--- src/hw/rsa_pkg.sv ---
/*
 * Shared constants, types and helpers for the rotate, subtract and skip
 * datapath: register offsets, field positions, operation codes, flag layout.
 * Assumes it is compiled before every other file of the block.
 */
// Function
// - Plain left rotate moves bit 7 to bit 0, flags untouched.
// - Accumulator-target rotates write the accumulator (and carry in the through-carry forms), memory byte kept.
// - Left rotate through carry: bit 7 to carry, old carry to bit 0.
// - Plain right rotate moves bit 0 to bit 7, flags untouched.
// - Right rotate through carry: bit 0 to carry, old carry to bit 7.
// - Subtract with borrow is accumulator minus operand minus inverted carry.
// - Subtraction clears carry on negative result, sets it otherwise.
// - Subtractions update overflow, zero, half, carry, signed and zero-chain flags.
// - Plain subtract: memory operand to acc or memory, immediate to acc.
// - Decrement-skip lowers the byte, writes it back, skips on zero.
// - Increment-skip raises the byte, stores it, skips on zero.
// - Accumulator forms of inc/dec-skip write only acc, test acc.
// - Skip instructions take two cycles with a dummy; no flag changes.
// - Byte set forces all ones, bit set forces one bit; no flags.
// - Skip-if-nonzero skips when byte or selected bit is nonzero.
// - Swap exchanges the two nibbles of the byte in place; no flags.
package rsa_pkg;

   // ----------------------------------------------------------------
   // Register map (byte addresses on the APB bus).
   // ----------------------------------------------------------------
   localparam logic [7:0] ADDR_CTRL = 8'h00;
   localparam logic [7:0] ADDR_ACC = 8'h04;
   localparam logic [7:0] ADDR_MEM = 8'h08;
   localparam logic [7:0] ADDR_IMM = 8'h0c;
   localparam logic [7:0] ADDR_FLAGS = 8'h10;
   localparam logic [7:0] ADDR_STATE = 8'h14;

   // ----------------------------------------------------------------
   // Field positions and reset values.
   // ----------------------------------------------------------------
   localparam int CTRL_OP_LSB = 0;
   localparam int CTRL_BIT_LSB = 8;
   localparam int STATE_BUSY_BIT = 0;
   localparam int STATE_SKIP_BIT = 1;
   localparam logic [7:0] BYTE_ZERO = 8'h00;
   localparam logic [7:0] BYTE_ONES = 8'hff;
   localparam logic [7:0] BYTE_ONE = 8'h01;
   localparam logic [31:0] WORD_ZERO = 32'h0000_0000;

   // ----------------------------------------------------------------
   // Operation codes.
   // ----------------------------------------------------------------
   typedef enum logic [4:0] {
      OP_NOP = 5'h00,
      OP_ROTATE_LEFT_MEM = 5'h01,
      OP_ROTATE_LEFT_TO_ACC = 5'h02,
      OP_ROTATE_LEFT_CARRY_MEM = 5'h03,
      OP_ROTATE_LEFT_CARRY_TO_ACC = 5'h04,
      OP_ROTATE_RIGHT_MEM = 5'h05,
      OP_ROTATE_RIGHT_TO_ACC = 5'h06,
      OP_ROTATE_RIGHT_CARRY_MEM = 5'h07,
      OP_ROTATE_RIGHT_CARRY_TO_ACC = 5'h08,
      OP_MINUS_TO_ACC = 5'h09,
      OP_MINUS_IMM_TO_ACC = 5'h0a,
      OP_MINUS_TO_MEM = 5'h0b,
      OP_MINUS_BORROW_TO_ACC = 5'h0c,
      OP_MINUS_BORROW_IMM_TO_ACC = 5'h0d,
      OP_MINUS_BORROW_TO_MEM = 5'h0e,
      OP_DECREMENT_SKIP_ZERO = 5'h0f,
      OP_DECREMENT_SKIP_ZERO_ACC = 5'h10,
      OP_INCREMENT_SKIP_ZERO = 5'h11,
      OP_INCREMENT_SKIP_ZERO_ACC = 5'h12,
      OP_SKIP_NONZERO = 5'h13,
      OP_SKIP_NONZERO_BIT = 5'h14,
      OP_SET_BYTE = 5'h15,
      OP_SET_BIT = 5'h16,
      OP_SWAP_NIBBLES = 5'h17
   } rsa_op_t;

   // Status flags; the packed order is the bit order of the flag register.
   typedef struct packed {
      logic carryZero;
      logic signedCarry;
      logic carry;
      logic halfCarry;
      logic zero;
      logic signedRange;
   } rsa_flags_t;

   localparam rsa_flags_t FLAGS_RESET = '0;

   // A result byte with the flags it produces.
   typedef struct packed {
      logic [7:0] value;
      rsa_flags_t flags;
   } rsa_result_t;

   // Zero test used by several skip and flag decisions.
   function automatic logic isZero(input logic [7:0] v);
      isZero = (v == BYTE_ZERO);
   endfunction

endpackage

--- src/hw/rsa_rotate.sv ---
/*
 * One-place rotate of a byte, left or right, plain or through carry.
 * Assumes a purely combinational use; the caller registers the result.
 */
`timescale 1ns/1ps
module rsa_rotate (
   // Operand and mode.
   input wire logic [7:0] operand,
   input wire logic carryIn,
   input wire logic toRight,
   input wire logic viaCarry,
   // Result.
   output logic [7:0] result,
   output logic carryOut
);

   // The bit shifted in is the wrapped bit or the old carry.
   always_comb begin
      if (toRight) begin
         result = {(viaCarry ? carryIn : operand[0]), operand[7:1]};
         carryOut = viaCarry ? operand[0] : carryIn;
      end else begin
         result = {operand[6:0], (viaCarry ? carryIn : operand[7])};
         carryOut = viaCarry ? operand[7] : carryIn;
      end
   end

endmodule

--- src/hw/rsa_subtract.sv ---
/*
 * Byte subtractor with borrow input and the full flag set.
 * Assumes a purely combinational use; the caller decides where it lands.
 */
`timescale 1ns/1ps
module rsa_subtract (
   // Operands.
   input wire logic [7:0] minuend,
   input wire logic [7:0] subtrahend,
   input wire logic borrowIn,
   // Zero chaining for multi-byte subtracts.
   input wire logic chainZero,
   input wire logic oldCarryZero,
   // Result.
   output rsa_pkg::rsa_result_t result
);

   logic [8:0] wide;
   logic [4:0] low;

   // A cleared carry means a borrow out, so carry is the inverted borrow.
   always_comb begin
      wide = {1'b0, minuend} - {1'b0, subtrahend} - {8'h00, borrowIn};
      low = {1'b0, minuend[3:0]} - {1'b0, subtrahend[3:0]} - {4'h0, borrowIn};
      result.value = wide[7:0];
      result.flags.carry = ~wide[8];
      result.flags.halfCarry = ~low[4];
      result.flags.signedRange = (minuend[7] ^ subtrahend[7]) & (minuend[7] ^ wide[7]);
      result.flags.signedCarry = result.flags.signedRange ^ wide[7];
      result.flags.zero = rsa_pkg::isZero(wide[7:0]);
      // Chained form keeps zero only if every earlier byte was zero too.
      result.flags.carryZero = rsa_pkg::isZero(wide[7:0]) & (~chainZero | oldCarryZero);
   end

endmodule

--- src/hw/rsa_alu.sv ---
/*
 * Rotate, subtract and skip datapath with its accumulator, operand byte,
 * immediate byte and status flags, reached over an APB slave port.
 * Assumes the fetch logic watches the skip and dummy outputs, and that
 * software loads the operand byte before it issues a command.
 */
// Chosen here: the APB slave port and the placing of the registers.
`timescale 1ns/1ps
module rsa_alu (
   // Clock and reset.
   input wire logic ref_clk,
   input wire logic srst,
   // APB slave.
   input wire logic psel,
   input wire logic penable,
   input wire logic pwrite,
   input wire logic [7:0] paddr,
   input wire logic [31:0] pwdata,
   output logic [31:0] prdata,
   output logic pready,
   output logic pslverr,
   // Towards the fetch logic.
   output logic busy,
   output logic dummyCycle,
   output logic skipNext
);

   // ----------------------------------------------------------------
   // Sequencer states.
   // ----------------------------------------------------------------
   typedef enum logic [1:0] {
      ST_IDLE = 2'b00,
      ST_EXEC = 2'b01,
      ST_DUMMY = 2'b10
   } rsa_state_t;

   rsa_state_t state_ff;
   rsa_state_t nxt_state;
   rsa_pkg::rsa_op_t op_ff;
   logic [2:0] bitSel_ff;
   logic [7:0] acc_ff;
   logic [7:0] mem_ff;
   logic [7:0] imm_ff;
   rsa_pkg::rsa_flags_t flags_ff;
   logic [31:0] prdata_ff;
   logic pready_ff;
   logic pslverr_ff;
   logic busy_ff;
   logic dummyCycle_ff;
   logic skipNext_ff;
   logic lastSkip_ff;

   // ----------------------------------------------------------------
   // Bus decode.
   // ----------------------------------------------------------------
   logic accessEdge;
   logic wrEdge;
   logic mapped;
   logic wrCtrl;
   logic wrAcc;
   logic wrMem;
   logic wrImm;
   logic wrFlags;

   // A write lands only at the edge where the access phase sees ready high.
   assign accessEdge = psel & penable & pready_ff;
   assign wrEdge = accessEdge & pwrite;
   assign mapped = (paddr == rsa_pkg::ADDR_CTRL) | (paddr == rsa_pkg::ADDR_ACC) |
                   (paddr == rsa_pkg::ADDR_MEM) | (paddr == rsa_pkg::ADDR_IMM) |
                   (paddr == rsa_pkg::ADDR_FLAGS) | (paddr == rsa_pkg::ADDR_STATE);
   // Data writes are refused while a command runs, so the datapath never
   // sees its operands change under it.
   assign wrCtrl = wrEdge & ~busy_ff & (paddr == rsa_pkg::ADDR_CTRL);
   assign wrAcc = wrEdge & ~busy_ff & (paddr == rsa_pkg::ADDR_ACC);
   assign wrMem = wrEdge & ~busy_ff & (paddr == rsa_pkg::ADDR_MEM);
   assign wrImm = wrEdge & ~busy_ff & (paddr == rsa_pkg::ADDR_IMM);
   assign wrFlags = wrEdge & ~busy_ff & (paddr == rsa_pkg::ADDR_FLAGS);

   // ----------------------------------------------------------------
   // Arithmetic units.
   // ----------------------------------------------------------------
   logic rotRight;
   logic rotCarry;
   logic [7:0] rotValue;
   logic rotCarryOut;
   logic [7:0] subOperand;
   logic subWithBorrow;
   rsa_pkg::rsa_result_t subResult;

   rsa_rotate u_rotate (
      .operand(mem_ff),
      .carryIn(flags_ff.carry),
      .toRight(rotRight),
      .viaCarry(rotCarry),
      .result(rotValue),
      .carryOut(rotCarryOut)
   );

   rsa_subtract u_subtract (
      .minuend(acc_ff),
      .subtrahend(subOperand),
      .borrowIn(subWithBorrow & ~flags_ff.carry),
      .chainZero(subWithBorrow),
      .oldCarryZero(flags_ff.carryZero),
      .result(subResult)
   );

   // Operand and mode selection for the two units.
   always_comb begin
      rotRight = 1'b0;
      rotCarry = 1'b0;
      subOperand = mem_ff;
      subWithBorrow = 1'b0;
      unique case (op_ff)
         rsa_pkg::OP_ROTATE_LEFT_CARRY_MEM, rsa_pkg::OP_ROTATE_LEFT_CARRY_TO_ACC: begin
            rotCarry = 1'b1;
         end
         rsa_pkg::OP_ROTATE_RIGHT_MEM, rsa_pkg::OP_ROTATE_RIGHT_TO_ACC: begin
            rotRight = 1'b1;
         end
         rsa_pkg::OP_ROTATE_RIGHT_CARRY_MEM, rsa_pkg::OP_ROTATE_RIGHT_CARRY_TO_ACC: begin
            rotRight = 1'b1;
            rotCarry = 1'b1;
         end
         rsa_pkg::OP_MINUS_IMM_TO_ACC: begin
            subOperand = imm_ff;
         end
         rsa_pkg::OP_MINUS_BORROW_TO_ACC, rsa_pkg::OP_MINUS_BORROW_TO_MEM: begin
            subWithBorrow = 1'b1;
         end
         rsa_pkg::OP_MINUS_BORROW_IMM_TO_ACC: begin
            subOperand = imm_ff;
            subWithBorrow = 1'b1;
         end
         default: begin
         end
      endcase
   end

   // ----------------------------------------------------------------
   // Result selection.
   // ----------------------------------------------------------------
   logic [7:0] nxt_acc;
   logic [7:0] nxt_mem;
   rsa_pkg::rsa_flags_t nxt_flags;
   logic nxt_skip;
   logic isSkipOp;
   logic [7:0] bitMask;
   logic [7:0] decValue;
   logic [7:0] incValue;

   assign bitMask = rsa_pkg::BYTE_ONE << bitSel_ff;
   assign decValue = mem_ff - rsa_pkg::BYTE_ONE;
   assign incValue = mem_ff + rsa_pkg::BYTE_ONE;

   // Each command picks its destination; everything not named keeps its value.
   always_comb begin
      nxt_acc = acc_ff;
      nxt_mem = mem_ff;
      nxt_flags = flags_ff;
      nxt_skip = 1'b0;
      isSkipOp = 1'b0;
      unique case (op_ff)
         rsa_pkg::OP_ROTATE_LEFT_MEM, rsa_pkg::OP_ROTATE_RIGHT_MEM: begin
            nxt_mem = rotValue;
         end
         rsa_pkg::OP_ROTATE_LEFT_TO_ACC, rsa_pkg::OP_ROTATE_RIGHT_TO_ACC: begin
            nxt_acc = rotValue;
         end
         rsa_pkg::OP_ROTATE_LEFT_CARRY_MEM, rsa_pkg::OP_ROTATE_RIGHT_CARRY_MEM: begin
            nxt_mem = rotValue;
            nxt_flags.carry = rotCarryOut;
         end
         rsa_pkg::OP_ROTATE_LEFT_CARRY_TO_ACC, rsa_pkg::OP_ROTATE_RIGHT_CARRY_TO_ACC: begin
            nxt_acc = rotValue;
            nxt_flags.carry = rotCarryOut;
         end
         rsa_pkg::OP_MINUS_TO_ACC, rsa_pkg::OP_MINUS_IMM_TO_ACC,
         rsa_pkg::OP_MINUS_BORROW_TO_ACC, rsa_pkg::OP_MINUS_BORROW_IMM_TO_ACC: begin
            nxt_acc = subResult.value;
            nxt_flags = subResult.flags;
         end
         rsa_pkg::OP_MINUS_TO_MEM, rsa_pkg::OP_MINUS_BORROW_TO_MEM: begin
            nxt_mem = subResult.value;
            nxt_flags = subResult.flags;
         end
         rsa_pkg::OP_DECREMENT_SKIP_ZERO: begin
            isSkipOp = 1'b1;
            nxt_mem = decValue;
            nxt_skip = rsa_pkg::isZero(decValue);
         end
         rsa_pkg::OP_DECREMENT_SKIP_ZERO_ACC: begin
            isSkipOp = 1'b1;
            nxt_acc = decValue;
            nxt_skip = rsa_pkg::isZero(decValue);
         end
         rsa_pkg::OP_INCREMENT_SKIP_ZERO: begin
            isSkipOp = 1'b1;
            nxt_mem = incValue;
            nxt_skip = rsa_pkg::isZero(incValue);
         end
         rsa_pkg::OP_INCREMENT_SKIP_ZERO_ACC: begin
            isSkipOp = 1'b1;
            nxt_acc = incValue;
            nxt_skip = rsa_pkg::isZero(incValue);
         end
         rsa_pkg::OP_SKIP_NONZERO: begin
            isSkipOp = 1'b1;
            nxt_skip = ~rsa_pkg::isZero(mem_ff);
         end
         rsa_pkg::OP_SKIP_NONZERO_BIT: begin
            isSkipOp = 1'b1;
            nxt_skip = ~rsa_pkg::isZero(mem_ff & bitMask);
         end
         rsa_pkg::OP_SET_BYTE: begin
            nxt_mem = rsa_pkg::BYTE_ONES;
         end
         rsa_pkg::OP_SET_BIT: begin
            nxt_mem = mem_ff | bitMask;
         end
         rsa_pkg::OP_SWAP_NIBBLES: begin
            nxt_mem = {mem_ff[3:0], mem_ff[7:4]};
         end
         default: begin
         end
      endcase
   end

   // ----------------------------------------------------------------
   // Sequencer.
   // ----------------------------------------------------------------

   // A skip-type command holds one extra cycle for the dummy fetch.
   always_comb begin
      unique case (state_ff)
         ST_IDLE: nxt_state = wrCtrl ? ST_EXEC : ST_IDLE;
         ST_EXEC: nxt_state = isSkipOp ? ST_DUMMY : ST_IDLE;
         ST_DUMMY: nxt_state = ST_IDLE;
         default: nxt_state = ST_IDLE;
      endcase
   end

   always_ff @(posedge ref_clk) begin
      if (srst) begin
         state_ff <= ST_IDLE;
      end else begin
         state_ff <= nxt_state;
      end
   end

   // Busy covers the execute and dummy cycles and gates bus writes.
   always_ff @(posedge ref_clk) begin
      if (srst) begin
         busy_ff <= 1'b0;
      end else begin
         busy_ff <= (nxt_state != ST_IDLE);
      end
   end

   // Dummy marker and skip request stand for the one dummy cycle.
   always_ff @(posedge ref_clk) begin
      if (srst) begin
         dummyCycle_ff <= 1'b0;
         skipNext_ff <= 1'b0;
      end else begin
         dummyCycle_ff <= (state_ff == ST_EXEC) & isSkipOp;
         skipNext_ff <= (state_ff == ST_EXEC) & nxt_skip;
      end
   end

   // The outcome of the last skip-type command stays readable.
   always_ff @(posedge ref_clk) begin
      if (srst) begin
         lastSkip_ff <= 1'b0;
      end else if ((state_ff == ST_EXEC) & isSkipOp) begin
         lastSkip_ff <= nxt_skip;
      end
   end

   // Command latch.
   always_ff @(posedge ref_clk) begin
      if (srst) begin
         op_ff <= rsa_pkg::OP_NOP;
         bitSel_ff <= 3'h0;
      end else if (wrCtrl) begin
         op_ff <= rsa_pkg::rsa_op_t'(pwdata[rsa_pkg::CTRL_OP_LSB +: 5]);
         bitSel_ff <= pwdata[rsa_pkg::CTRL_BIT_LSB +: 3];
      end
   end

   // ----------------------------------------------------------------
   // Data registers.
   // ----------------------------------------------------------------

   // Execution and bus never collide: the bus is shut out while busy.
   always_ff @(posedge ref_clk) begin
      if (srst) begin
         acc_ff <= rsa_pkg::BYTE_ZERO;
      end else if (state_ff == ST_EXEC) begin
         acc_ff <= nxt_acc;
      end else if (wrAcc) begin
         acc_ff <= pwdata[7:0];
      end
   end

   always_ff @(posedge ref_clk) begin
      if (srst) begin
         mem_ff <= rsa_pkg::BYTE_ZERO;
      end else if (state_ff == ST_EXEC) begin
         mem_ff <= nxt_mem;
      end else if (wrMem) begin
         mem_ff <= pwdata[7:0];
      end
   end

   always_ff @(posedge ref_clk) begin
      if (srst) begin
         imm_ff <= rsa_pkg::BYTE_ZERO;
      end else if (wrImm) begin
         imm_ff <= pwdata[7:0];
      end
   end

   // Software may preset the carry before a borrow chain.
   always_ff @(posedge ref_clk) begin
      if (srst) begin
         flags_ff <= rsa_pkg::FLAGS_RESET;
      end else if (state_ff == ST_EXEC) begin
         flags_ff <= nxt_flags;
      end else if (wrFlags) begin
         flags_ff <= rsa_pkg::rsa_flags_t'(pwdata[5:0]);
      end
   end

   // ----------------------------------------------------------------
   // APB answer.
   // ----------------------------------------------------------------
   logic [31:0] readMux;

   always_comb begin
      readMux = rsa_pkg::WORD_ZERO;
      unique case (paddr)
         rsa_pkg::ADDR_CTRL: begin
            readMux[rsa_pkg::CTRL_OP_LSB +: 5] = op_ff;
            readMux[rsa_pkg::CTRL_BIT_LSB +: 3] = bitSel_ff;
         end
         rsa_pkg::ADDR_ACC: readMux[7:0] = acc_ff;
         rsa_pkg::ADDR_MEM: readMux[7:0] = mem_ff;
         rsa_pkg::ADDR_IMM: readMux[7:0] = imm_ff;
         rsa_pkg::ADDR_FLAGS: readMux[5:0] = flags_ff;
         rsa_pkg::ADDR_STATE: begin
            readMux[rsa_pkg::STATE_BUSY_BIT] = busy_ff;
            readMux[rsa_pkg::STATE_SKIP_BIT] = lastSkip_ff;
         end
         default: readMux = rsa_pkg::WORD_ZERO;
      endcase
   end

   // One wait state: ready rises in the second access cycle, so read data
   // and error can come straight from flops.
   always_ff @(posedge ref_clk) begin
      if (srst) begin
         pready_ff <= 1'b0;
         prdata_ff <= rsa_pkg::WORD_ZERO;
         pslverr_ff <= 1'b0;
      end else if (psel & penable & ~pready_ff) begin
         pready_ff <= 1'b1;
         prdata_ff <= pwrite ? rsa_pkg::WORD_ZERO : readMux;
         pslverr_ff <= ~mapped;
      end else begin
         pready_ff <= 1'b0;
         prdata_ff <= rsa_pkg::WORD_ZERO;
         pslverr_ff <= 1'b0;
      end
   end

   assign prdata = prdata_ff;
   assign pready = pready_ff;
   assign pslverr = pslverr_ff;
   assign busy = busy_ff;
   assign dummyCycle = dummyCycle_ff;
   assign skipNext = skipNext_ff;

endmodule

--- config.mk ---
export PLATFORM = sky130hd
export DESIGN_NAME = rsa_alu
export DESIGN_NICKNAME = d
export VERILOG_FILES = /design/src/hw/rsa_pkg.sv /design/src/hw/rsa_rotate.sv /design/src/hw/rsa_subtract.sv /design/src/hw/rsa_alu.sv
export SDC_FILE = /design/constraint.sdc
export NUM_CORES = 1
export LEC_CHECK = 0
export ABC_AREA = 0
export BUFFER_PORTS_ARGS = -buffer_cell sky130_fd_sc_hd__clkbuf_2
export CORE_MARGIN = 8
export CORE_UTILIZATION = 52
export DETAILED_ROUTE_END_ITERATION = 8
export GPL_TIMING_DRIVEN = 0
export PLACE_DENSITY = 0.86
export SKIP_LAST_GASP = 1
export SYNTH_ARGS = -nofsm -noshare
export SYNTH_HDL_FRONTEND = slang
export SYNTH_HIERARCHICAL = 1
export SYNTH_SLANG_ARGS = --single-unit
--- constraint.sdc ---
create_clock -name ref_clk -period 4.26 [get_ports ref_clk]
set_input_delay 0.426 -clock ref_clk [delete_from_list [all_inputs] [get_ports ref_clk]]
set_output_delay 0.426 -clock ref_clk [all_outputs]
set_load 0.01 [all_outputs]
After elaboration in Yosys (flattened, before gate mapping)
Index checks and enable logic that the tools add are counted.
{"block": "totals", "out_inout_bits": 37, "ff_bits": 78}
{"block": "classes", "addsub": 6, "n_bitwise": 37, "n_eq_ne": 34, "n_mux": 31, "shift": 1, "n_reduce_logical": 30}
{"op": "$pmux 8 s7", "n": 1}
{"op": "$logic_not 8->1", "n": 6}
{"op": "$mux 8", "n": 6}
{"op": "$eq 5x4->1 const B", "n": 8}
{"op": "$eq 5x5->1 const B", "n": 8}
{"op": "$pmux 8 s4", "n": 1}
{"op": "$reduce_or 4->1", "n": 6}
{"op": "$eq 5x3->1 const B", "n": 4}
{"op": "$eq 8x4->1 const B", "n": 2}
{"op": "$eq 8x5->1 const B", "n": 2}
{"op": "$and 1x1->1", "n": 15}
{"op": "$pmux 3 s5", "n": 1}
{"op": "$mux 6", "n": 2}
{"op": "$pmux 2 s6", "n": 1}
{"op": "$reduce_or 6->1", "n": 2}
{"op": "$mux 1", "n": 11}
{"op": "$not 1->1", "n": 11}
{"op": "$eq 5x2->1 const B", "n": 2}
{"op": "$reduce_or 2->1", "n": 5}
{"op": "$sub 8x8->9", "n": 1}
{"op": "$sub 9x1->9", "n": 1}
{"op": "$add 8x1->8 const B", "n": 1}
{"op": "$and 8x8->8", "n": 1}
{"op": "$eq 8x3->1 const B", "n": 1}
{"op": "other kinds (25)", "n": 40}

Depth between registers and ports, before layout
Gate-level depths: netlist of run 1.
{"block": "logic_depth", "word_depth": 10, "depth_mapped": 21}

Hierarchy
Netlist of run 1, hierarchy kept.
{"module": "rsa_alu", "instances": 1, "cells_each": 547, "seq_area_each_um2": 1121.1, "area_per_inst_um2": 4279.1}
{"module": "rsa_subtract", "instances": 1, "cells_each": 76, "seq_area_each_um2": 0.0, "area_per_inst_um2": 611.8}
{"module": "rsa_rotate", "instances": 1, "cells_each": 16, "seq_area_each_um2": 0.0, "area_per_inst_um2": 135.1}

Worst setup path after synthesis of run 1
OpenSTA, ideal clock, no wires.
{"block": "synth_path", "path_type": "register to register", "start": "reg op_ff[1]", "end": "reg flags_ff[3] (netlist bit)", "setup_ns": 0.071, "required_time_ns": 4.189, "slack_ns": 0.239, "period_less_slack_ns": 4.021, "t_arrival_ns": 3.949, "path_stages_with_launch": 20, "path_cell_list": "dfxtp_1 > buf_4 > buf_2 > buf_2 > a22oi_1 > nor2_1 > clkbuf_1 > nand2_1 > o21ai_0 > inv_1 > fa_1 > fa_1 > nand2b_4 > a2111oi_2 > o31ai_1 > a21oi_1 > xnor2_1 > mux2i_1 > a221o_1 > a21oi_1"}
{"item": "start, declared", "line": "rsa_alu.sv:39", "source": "rsa_pkg::rsa_op_t op_ff;"}
{"item": "start signal, assigned", "line": "rsa_alu.sv:283", "source": "op_ff <= rsa_pkg::OP_NOP;"}
{"item": "start signal, assigned", "line": "rsa_alu.sv:286", "source": "op_ff <= rsa_pkg::rsa_op_t'(pwdata[rsa_pkg::CTRL_OP_LSB +: 5]);"}
{"item": "end signal, assigned", "line": "rsa_alu.sv:327", "source": "flags_ff <= rsa_pkg::FLAGS_RESET;"}
{"item": "end signal, assigned", "line": "rsa_alu.sv:329", "source": "flags_ff <= nxt_flags;"}
{"item": "end signal, assigned", "line": "rsa_alu.sv:331", "source": "flags_ff <= rsa_pkg::rsa_flags_t'(pwdata[5:0]);"}
{"item": "end, declared", "line": "rsa_alu.sv:44", "source": "rsa_pkg::rsa_flags_t flags_ff;"}

==> results.py, run 1 <==
metrics = {
    "logic_synthesis": {
        "synthDistinctLibCells": 84,
        "syn_area_sq_um": 5030,
        "synth-main-ff-cell": "dfxtp_1",
        "ys_seq_area_frac": 0.223,
        "synth_edf_count": 0,
        "avgSynthCellArea_sq_um": 7.87,
        "yosysWarnings": 6,
        "ys_ff_latch": 56,
        "netlist_instances": 639,
        "async_reset_ff_frac": 0,
    },
    "floorplan": {
        "die_w_microns": 114,
        "start_util": 0.524,
        "dieArea_sq_um": 13100,
        "die_h_microns": 114,
        "ioPinCount": 82,
        "rows": 36,
        "core_area_sq_um": 9590,
    },
    "setup_path": {
        "reg2reg_setup_slack_ns": 0.15,
        "crit_family": "simple AND/OR/NAND/NOR gates",
        "timing.setup.critical_path_class": "flip-flop to flip-flop",
        "critical_path_buf_inv_count": 4,
        "cp_cell_sequence": "buf_8, buf_4, a22oi_1, nor2_2, buf_4, nand2_1, o21ai_0, inv_1, fa_1, fa_1, nand2b_4, a21oi_4, xnor2_1, or3_4, a2111oi_2, nand2_1, a21oi_1, a21oi_1, nor2_1",
        "rr_worst_depth": 19,
        "crit_path_max_fanout": 19,
        "arrival_ns": 4.38,
        "r2r_end": "flags_ff[5]$_SDFFE_PP0P_",
        "r2r-start": "op_ff[1]$_SDFFE_PP0P_",
        "cp_data_required_time_ns": 4.53,
        "cpPeakStageDelay_ns": 0.45,
        "cp-start-kind": "flip-flop",
        "cpMaxStageDelayCell": "or3_4",
        "cp-end-kind": "flip-flop",
    },
    "grt": {
        "grt_usage": 0.290,
        "grt_pass1_vias": 5090,
        "grt_max_degree": 20,
        "grt_pass1_wl_microns": 29100,
        "overflow": 0,
        "antenna_found_initial": 0,
    },
    "sta": {
        "maxSlewHeadroom": 0.419,
        "drv_slew": 0,
        "hold_viol_final": 0,
        "worst_pin_slew_ns": 0.872,
        "period_needed_ns": 4.11,
        "fin_skew_ns": 0.0106,
        "fmax_mhz": 243,
        "final.setup.tns_ns": 0,
        "setup_slack_ns": 0.149,
        "period_share": 0.965,
        "setup_violations": 0,
    },
    "pwr": {
        "power_leakage_nw": 2.21,
        "power.density_nw_per_um2": 164,
        "vdd_drop_max_v": 0.000144,
    },
    "detailed_routing": {
        "post_drt_wl_per_cell_microns": 22.7,
        "via_per_inst": 6.45,
        "vias": 5400,
        "wirelength_microns": 19000,
        "drt_iter0_markers": 916,
        "drc_errors": 0,
        "ant_nets": 0,
        "firstDrtPassIters": 6,
    },
    "layout": {
        "area_growth_pct": 11.8,
        "final_nets": 768,
        "diodes": 0,
        "final_common_cell": "nor2_1",
        "postLayoutCellArea_sq_um": 5620,
        "layout_common_cells": "nor2_1 (69), dfxtp_1 (54), nand2_1 (49)",
        "fillers": 901,
        "drive_gt1_frac": 0.205,
    },
    "cts": {
        "clkLatencyLatePin_ns": 0.33,
        "cts_tree": "built",
        "clk_pin_slew_ns": 0.12,
        "numCtsBuffers": 5,
        "htreeDepth": 2,
        "cts_buffer_depth": 2,
        "cts.sinks": 56,
        "clockRootBuffer": "clkbuf_8",
    },
    "hold_path": {
        "hp-class": "input pin to flip-flop",
        "hold_path_depth": 3,
        "min_from": "pwdata[9]",
        "hold_end": "bitSel_ff[1]$_SDFFE_PP0P_",
    },
    "place": {
        "dpl-instance-area_sq_um": 5450,
        "place_congestion": 1.00,
        "io_buffers": 37,
        "dp_slack_ns": -0.717,
        "hpwl_microns": 14700,
    },
    "flow_run": {
        "drv_cap": 0,
    },
    "status": {
        "status": "finished, final reports clean",
    },
}
==> worst max-delay path by stage <==
stage                               start                        to  slack (ns)  cells past startpoint
floorplan           op_ff[1]$_SDFFE_PP0P_  flags_ff[3]$_SDFFE_PP0P_        0.24                     19
global placement    op_ff[1]$_SDFFE_PP0P_  flags_ff[3]$_SDFFE_PP0P_       -0.64                     19
detailed placement  op_ff[1]$_SDFFE_PP0P_  flags_ff[3]$_SDFFE_PP0P_       -0.72                     19
CTS                 op_ff[1]$_SDFFE_PP0P_  flags_ff[3]$_SDFFE_PP0P_       0.007                     18
global route        op_ff[1]$_SDFFE_PP0P_  flags_ff[5]$_SDFFE_PP0P_       -0.01                     19
finish              op_ff[1]$_SDFFE_PP0P_  flags_ff[5]$_SDFFE_PP0P_        0.15                     19
==> area by class of cell <==
type / count / area (sq um) / share of cell area
Multi-Input combinational cell: 494 / 3480 / 0.620
Sequential cell: 56 / 1120 / 0.200
Buffer: 67 / 405 / 0.0721
Timing Repair Buffer: 38 / 193 / 0.0343
Tap cell: 133 / 166 / 0.0296
Inverter: 41 / 154 / 0.0274
Clock buffer: 5 / 68.8 / 0.0122
Clock inverter: 3 / 27.5 / 0.00490
==> routing by layer <==
metal	wire (microns)	vias up	global-route usage
met5	0	-	0
met4	914	0	0.142
met3	2400	84	0.0723
met2	8490	420	0.461
met1	7200	2489	0.360
li1	-	2407	-
==> cell families after synthesis <==
| family | Yosys count | synth area share |
|---|---|---|
| other cells | 1 | 0.000746 |
| fa+ha+maj | 20 | 0.0528 |
| mux | 44 | 0.108 |
| xor+xnor | 23 | 0.0416 |
| simple gates | 223 | 0.227 |
| buf+inv | 109 | 0.108 |
| compound gates | 163 | 0.239 |
| flops | 56 | 0.223 |
==> Yosys cell counts, types with 3 or more instances <==
cell type | count | area (sq um)
inv_1 | 41 | 154
or3_1 | 6 | 37.5
a22o_1 | 3 | 26.3
nand3b_1 | 6 | 45.0
a22oi_1 | 12 | 90.1
ha_1 | 18 | 225
nand4_1 | 5 | 31.3
nor4b_1 | 3 | 26.3
buf_1 | 3 | 11.3
o221ai_1 | 4 | 35.0
buf_4 | 23 | 173
dfxtp_1 | 56 | 1120
o21ai_0 | 28 | 140
a221oi_1 | 15 | 131
a31oi_1 | 7 | 43.8
nand2b_1 | 9 | 56.3
nor3_1 | 21 | 105
nor4_1 | 9 | 56.3
or2_2 | 3 | 18.8
nand3_1 | 11 | 55.1
xor2_1 | 6 | 52.6
a211oi_1 | 3 | 22.5
mux2i_1 | 25 | 250
and2_1 | 4 | 25.0
mux4_2 | 7 | 158
o41ai_1 | 4 | 35.0
xnor2_1 | 16 | 140
mux2_2 | 11 | 124
a21oi_1 | 40 | 200
a221o_1 | 7 | 70.1
buf_2 | 21 | 105
nor2b_1 | 7 | 43.8
nor2_1 | 71 | 267
clkbuf_1 | 18 | 67.6
buf_6 | 3 | 33.8
a2111oi_2 | 4 | 60.1
nand2_1 | 49 | 184
==> registers in the layout (all words and copies together), names as in the netlist, 2 cells and up <==
register   flops
imm_ff         8
prdata        11
op_ff          5
state_ff       2
acc_ff         8
mem_ff         8
bitSel_ff      3
flags_ff       6
==> what timing repair did <==
action	in CTS	in global routing
setup buffers	1	0
hold buffers	0	0
hold endpoints to repair	0	0
gates resized for setup	7	11
endpoints found under the setup margin	16	6
pin swaps	2	2
==> where the power goes <==
part	switching, mW	total (mW)	internal (mW)
combinational	0.0479	0.0766	0.0287
sequential	0.000372	0.524	0.524
clock	0.201	0.322	0.121
==> worst min-delay path: stages <==
cell and delay, ns:
clkbuf_2 0.08, mux2i_1 0.05, nor2_1 0.07
==> metrics by stage <==
step | cells | util | power, mW | hold slack, ns
finish | 837 | 0.586 | 0.923 | 0.337
global route | 837 | 0.586 | 0.951 | 0.367
CTS | 837 | 0.582 | 0.912 | 0.343
detailed placement | 829 | 0.568 | 0.610 | 0.483
global placement | 829 | 0.568 | 0.609 | 0.465
floorplan | 659 | - | 0.583 | 0.455
(Power assumes the default switching activity.)
==> run 2, diff against run 1 <==
--- a/config.mk
+++ b/config.mk
@@ -11,7 +11,7 @@
 export CORE_UTILIZATION = 52
 export DETAILED_ROUTE_END_ITERATION = 8
 export GPL_TIMING_DRIVEN = 0
-export PLACE_DENSITY = 0.86
+export PLACE_DENSITY = 0.83
 export SKIP_LAST_GASP = 1
 export SYNTH_ARGS = -nofsm -noshare
 export SYNTH_HDL_FRONTEND = slang
==> constraint.sdc (replaced) <==
create_clock -name ref_clk -period 4.5 [get_ports ref_clk]
set_input_delay 0.45 -clock ref_clk [delete_from_list [all_inputs] [get_ports ref_clk]]
set_output_delay 0.45 -clock ref_clk [all_outputs]
set_load 0.01 [all_outputs]
==> run 2 against run 1 <==
Cell area fell by 0.42%. Sequential share of layout area about the same. Clock skew rose by 0.00052 ns. Global-route usage rose by 0.39 points. Critical endpoint is now flags_ff[3]$_SDFFE_PP0P_. Largest cell class unchanged.
==> results.py, run 2 (same netlist as run 1, synthesis figures left out) <==
metrics = {
    "sta": {
        "holdWs_ns": 0.369,
        "fmax_mhz": 231,
        "setup_violations": 0,
        "drv_slew": 0,
        "rsz0062_at_grt": "false",
        "period_share": 0.961,
        "maxSlewHeadroom": 0.359,
        "fin_skew_ns": 0.0111,
        "worst_pin_slew_ns": 0.950,
        "hold_viol_final": 0,
        "period_needed_ns": 4.33,
    },
    "detailed_routing": {
        "vias": 5328,
        "drt_iter0_markers": 658,
        "via_per_inst": 6.37,
        "post_drt_wl_per_cell_microns": 23.0,
        "drc_errors": 0,
        "firstDrtPassIters": 6,
        "ant_nets": 0,
        "wirelength_microns": 19200,
    },
    "floorplan": {
        "ioPinCount": 82,
        "rows": 36,
        "start_util": 0.524,
        "die_w_microns": 114,
        "dieArea_sq_um": 13100,
        "die_h_microns": 114,
        "core_area_sq_um": 9590,
    },
    "pwr": {
        "seqPwrFrac": 0.563,
        "clockPowerShare": 0.353,
        "power.density_nw_per_um2": 158,
        "p_total_mw": 0.882,
        "p_switching_mw": 0.244,
        "p_comb_frac": 0.083,
        "p_int_mw": 0.638,
        "power_leakage_nw": 2.21,
        "vdd_drop_max_v": 0.000128,
        "swShare": 0.276,
    },
    "grt": {
        "grt_usage": 0.294,
        "grt_max_degree": 20,
        "antenna_found_initial": 0,
        "overflow": 0,
        "grt_pass1_vias": 5176,
        "grt_pass1_wl_microns": 29900,
    },
    "setup_path": {
        "arrival_ns": 4.57,
        "cp_cell_sequence": "buf_4, clkbuf_4, a22oi_1, nor2_2, buf_2, nand2_1, o21ai_0, inv_1, fa_1, fa_1, nand2b_4, a2111oi_4, o31ai_1, a21oi_1, xnor2_1, mux2i_1, a221o_1, a21oi_1",
        "cp_data_required_time_ns": 4.75,
        "cp-start-kind": "flip-flop",
        "rr_worst_depth": 18,
        "crit_end": "flags_ff[3]$_SDFFE_PP0P_",
        "timing.setup.critical_path_class": "flip-flop to flip-flop",
        "cpPeakStageDelay_ns": 0.45,
        "cpMaxStageDelayCell": "fa_1",
        "r2r_end": "flags_ff[3]$_SDFFE_PP0P_",
        "reg2reg_setup_slack_ns": 0.17,
        "r2r-start": "op_ff[2]$_SDFFE_PP0P_",
        "crit_path_start": "op_ff[2]$_SDFFE_PP0P_",
        "crit_path_max_fanout": 10,
        "cp-end-kind": "flip-flop",
    },
    "place": {
        "io_buffers": 37,
        "place_congestion": 1.02,
        "hpwl_microns": 15000,
        "dpl-instance-area_sq_um": 5450,
        "dpl.cell_count": 829,
    },
    "cts": {
        "ctsHoldBuffers": 0,
        "clk_pin_slew_ns": 0.11,
        "cts.sinks": 56,
        "clkLatencyLatePin_ns": 0.32,
        "clockRootBuffer": "clkbuf_8",
        "numCtsBuffers": 5,
        "cts_tree": "built",
        "htreeDepth": 2,
        "cts_buffer_depth": 2,
    },
    "layout": {
        "diodes": 0,
        "largest_register_ffs": 11,
        "drive_gt1_frac": 0.197,
        "fillers": 940,
        "final_common_cell": "nor2_1",
        "final_nets": 768,
        "area_growth_pct": 11.4,
        "layout_common_cells": "nor2_1 (70), dfxtp_1 (56), nand2_1 (49)",
        "postLayoutCellArea_sq_um": 5600,
        "instances_no_fill": 837,
    },
    "flow_run": {
        "drv_cap": 0,
    },
    "hold_path": {
        "hp-class": "input pin to flip-flop",
    },
    "status": {
        "status": "finished, final reports clean",
    },
}
## run 2: stage by stage
stage	setup TNS [ns]	utilization	worst slack [ns]
after CTS	0	0.579	0.101
after detailed placement	-2.77	0.568	-0.486
final	0	0.583	0.175
after global placement	-2.93	0.568	-0.437
after floorplan	0	-	0.479
after global routing	0	0.583	0.00534
## run 2: what timing repair did
item / 4_1_cts / 5_1_grt
gates resized for setup: 4 / 7
pin swaps: 1 / 1
setup endpoints to repair: 12 / 7
buffers inserted: 1 / 0
## run 2: routing by layer
layer,global-route usage,vias up,share of wire
li1,-,2405,-
met1,0.379,2473,0.40
met2,0.453,378,0.43
met3,0.0707,72,0.11
met4,0.138,0,0.050
met5,0,-,0
## run 2: critical path, delay by kind of cell, from the launching register on
family,cells,cell delay [ns]
adder cells (fa/ha/maj),2,0.87
AND/OR/NAND/NOR,3,0.48
flip-flops,1,0.42
XOR/XNOR,1,0.19
AO/OA/AOI/OAI,7,1.44
buffers and inverters,4,0.75
multiplexers,1,0.11
## run 2: power by group through the flow
stage	sequential, mW	clock, mW	combinational (mW)
after detailed placement	0.508	0	0.0703
after CTS	0.497	0.310	0.0704
after global routing	0.497	0.329	0.0789
after floorplan	0.508	0	0.0438
after global placement	0.508	0	0.0703
final	0.497	0.312	0.0734
## run 2: final cells by class
type	count	area, sq um	area share
well taps	133	166	0.0297
clock buffers	5	68.8	0.0123
plain buffers	67	399	0.0713
clock inverters	3	25.0	0.00447
inverters	41	154	0.0275
multi-input cells	494	3470	0.620
repair buffers	38	193	0.0344
flip-flops and latches	56	1120	0.200
## run 2: worst min-delay path by stage
| stage | startpoint | to | slack (ns) | depth (start not counted) |
|---|---|---|---|---|
| 6_report | pwdata[8] | bitSel_ff[0]$_SDFFE_PP0P_ | 0.37 | 3 |
| 5_1_grt | pwdata[8] | bitSel_ff[0]$_SDFFE_PP0P_ | 0.38 | 3 |
| 4_1_cts | pwdata[8] | bitSel_ff[0]$_SDFFE_PP0P_ | 0.37 | 3 |
| 3_5_place_dp | flags_ff[1]$_SDFFE_PP0P_ | flags_ff[1]$_SDFFE_PP0P_ | 0.48 | 2 |
| 3_3_place_gp | flags_ff[1]$_SDFFE_PP0P_ | flags_ff[1]$_SDFFE_PP0P_ | 0.47 | 2 |
| 2_1_floorplan | flags_ff[1]$_SDFFE_PP0P_ | flags_ff[1]$_SDFFE_PP0P_ | 0.45 | 2 |
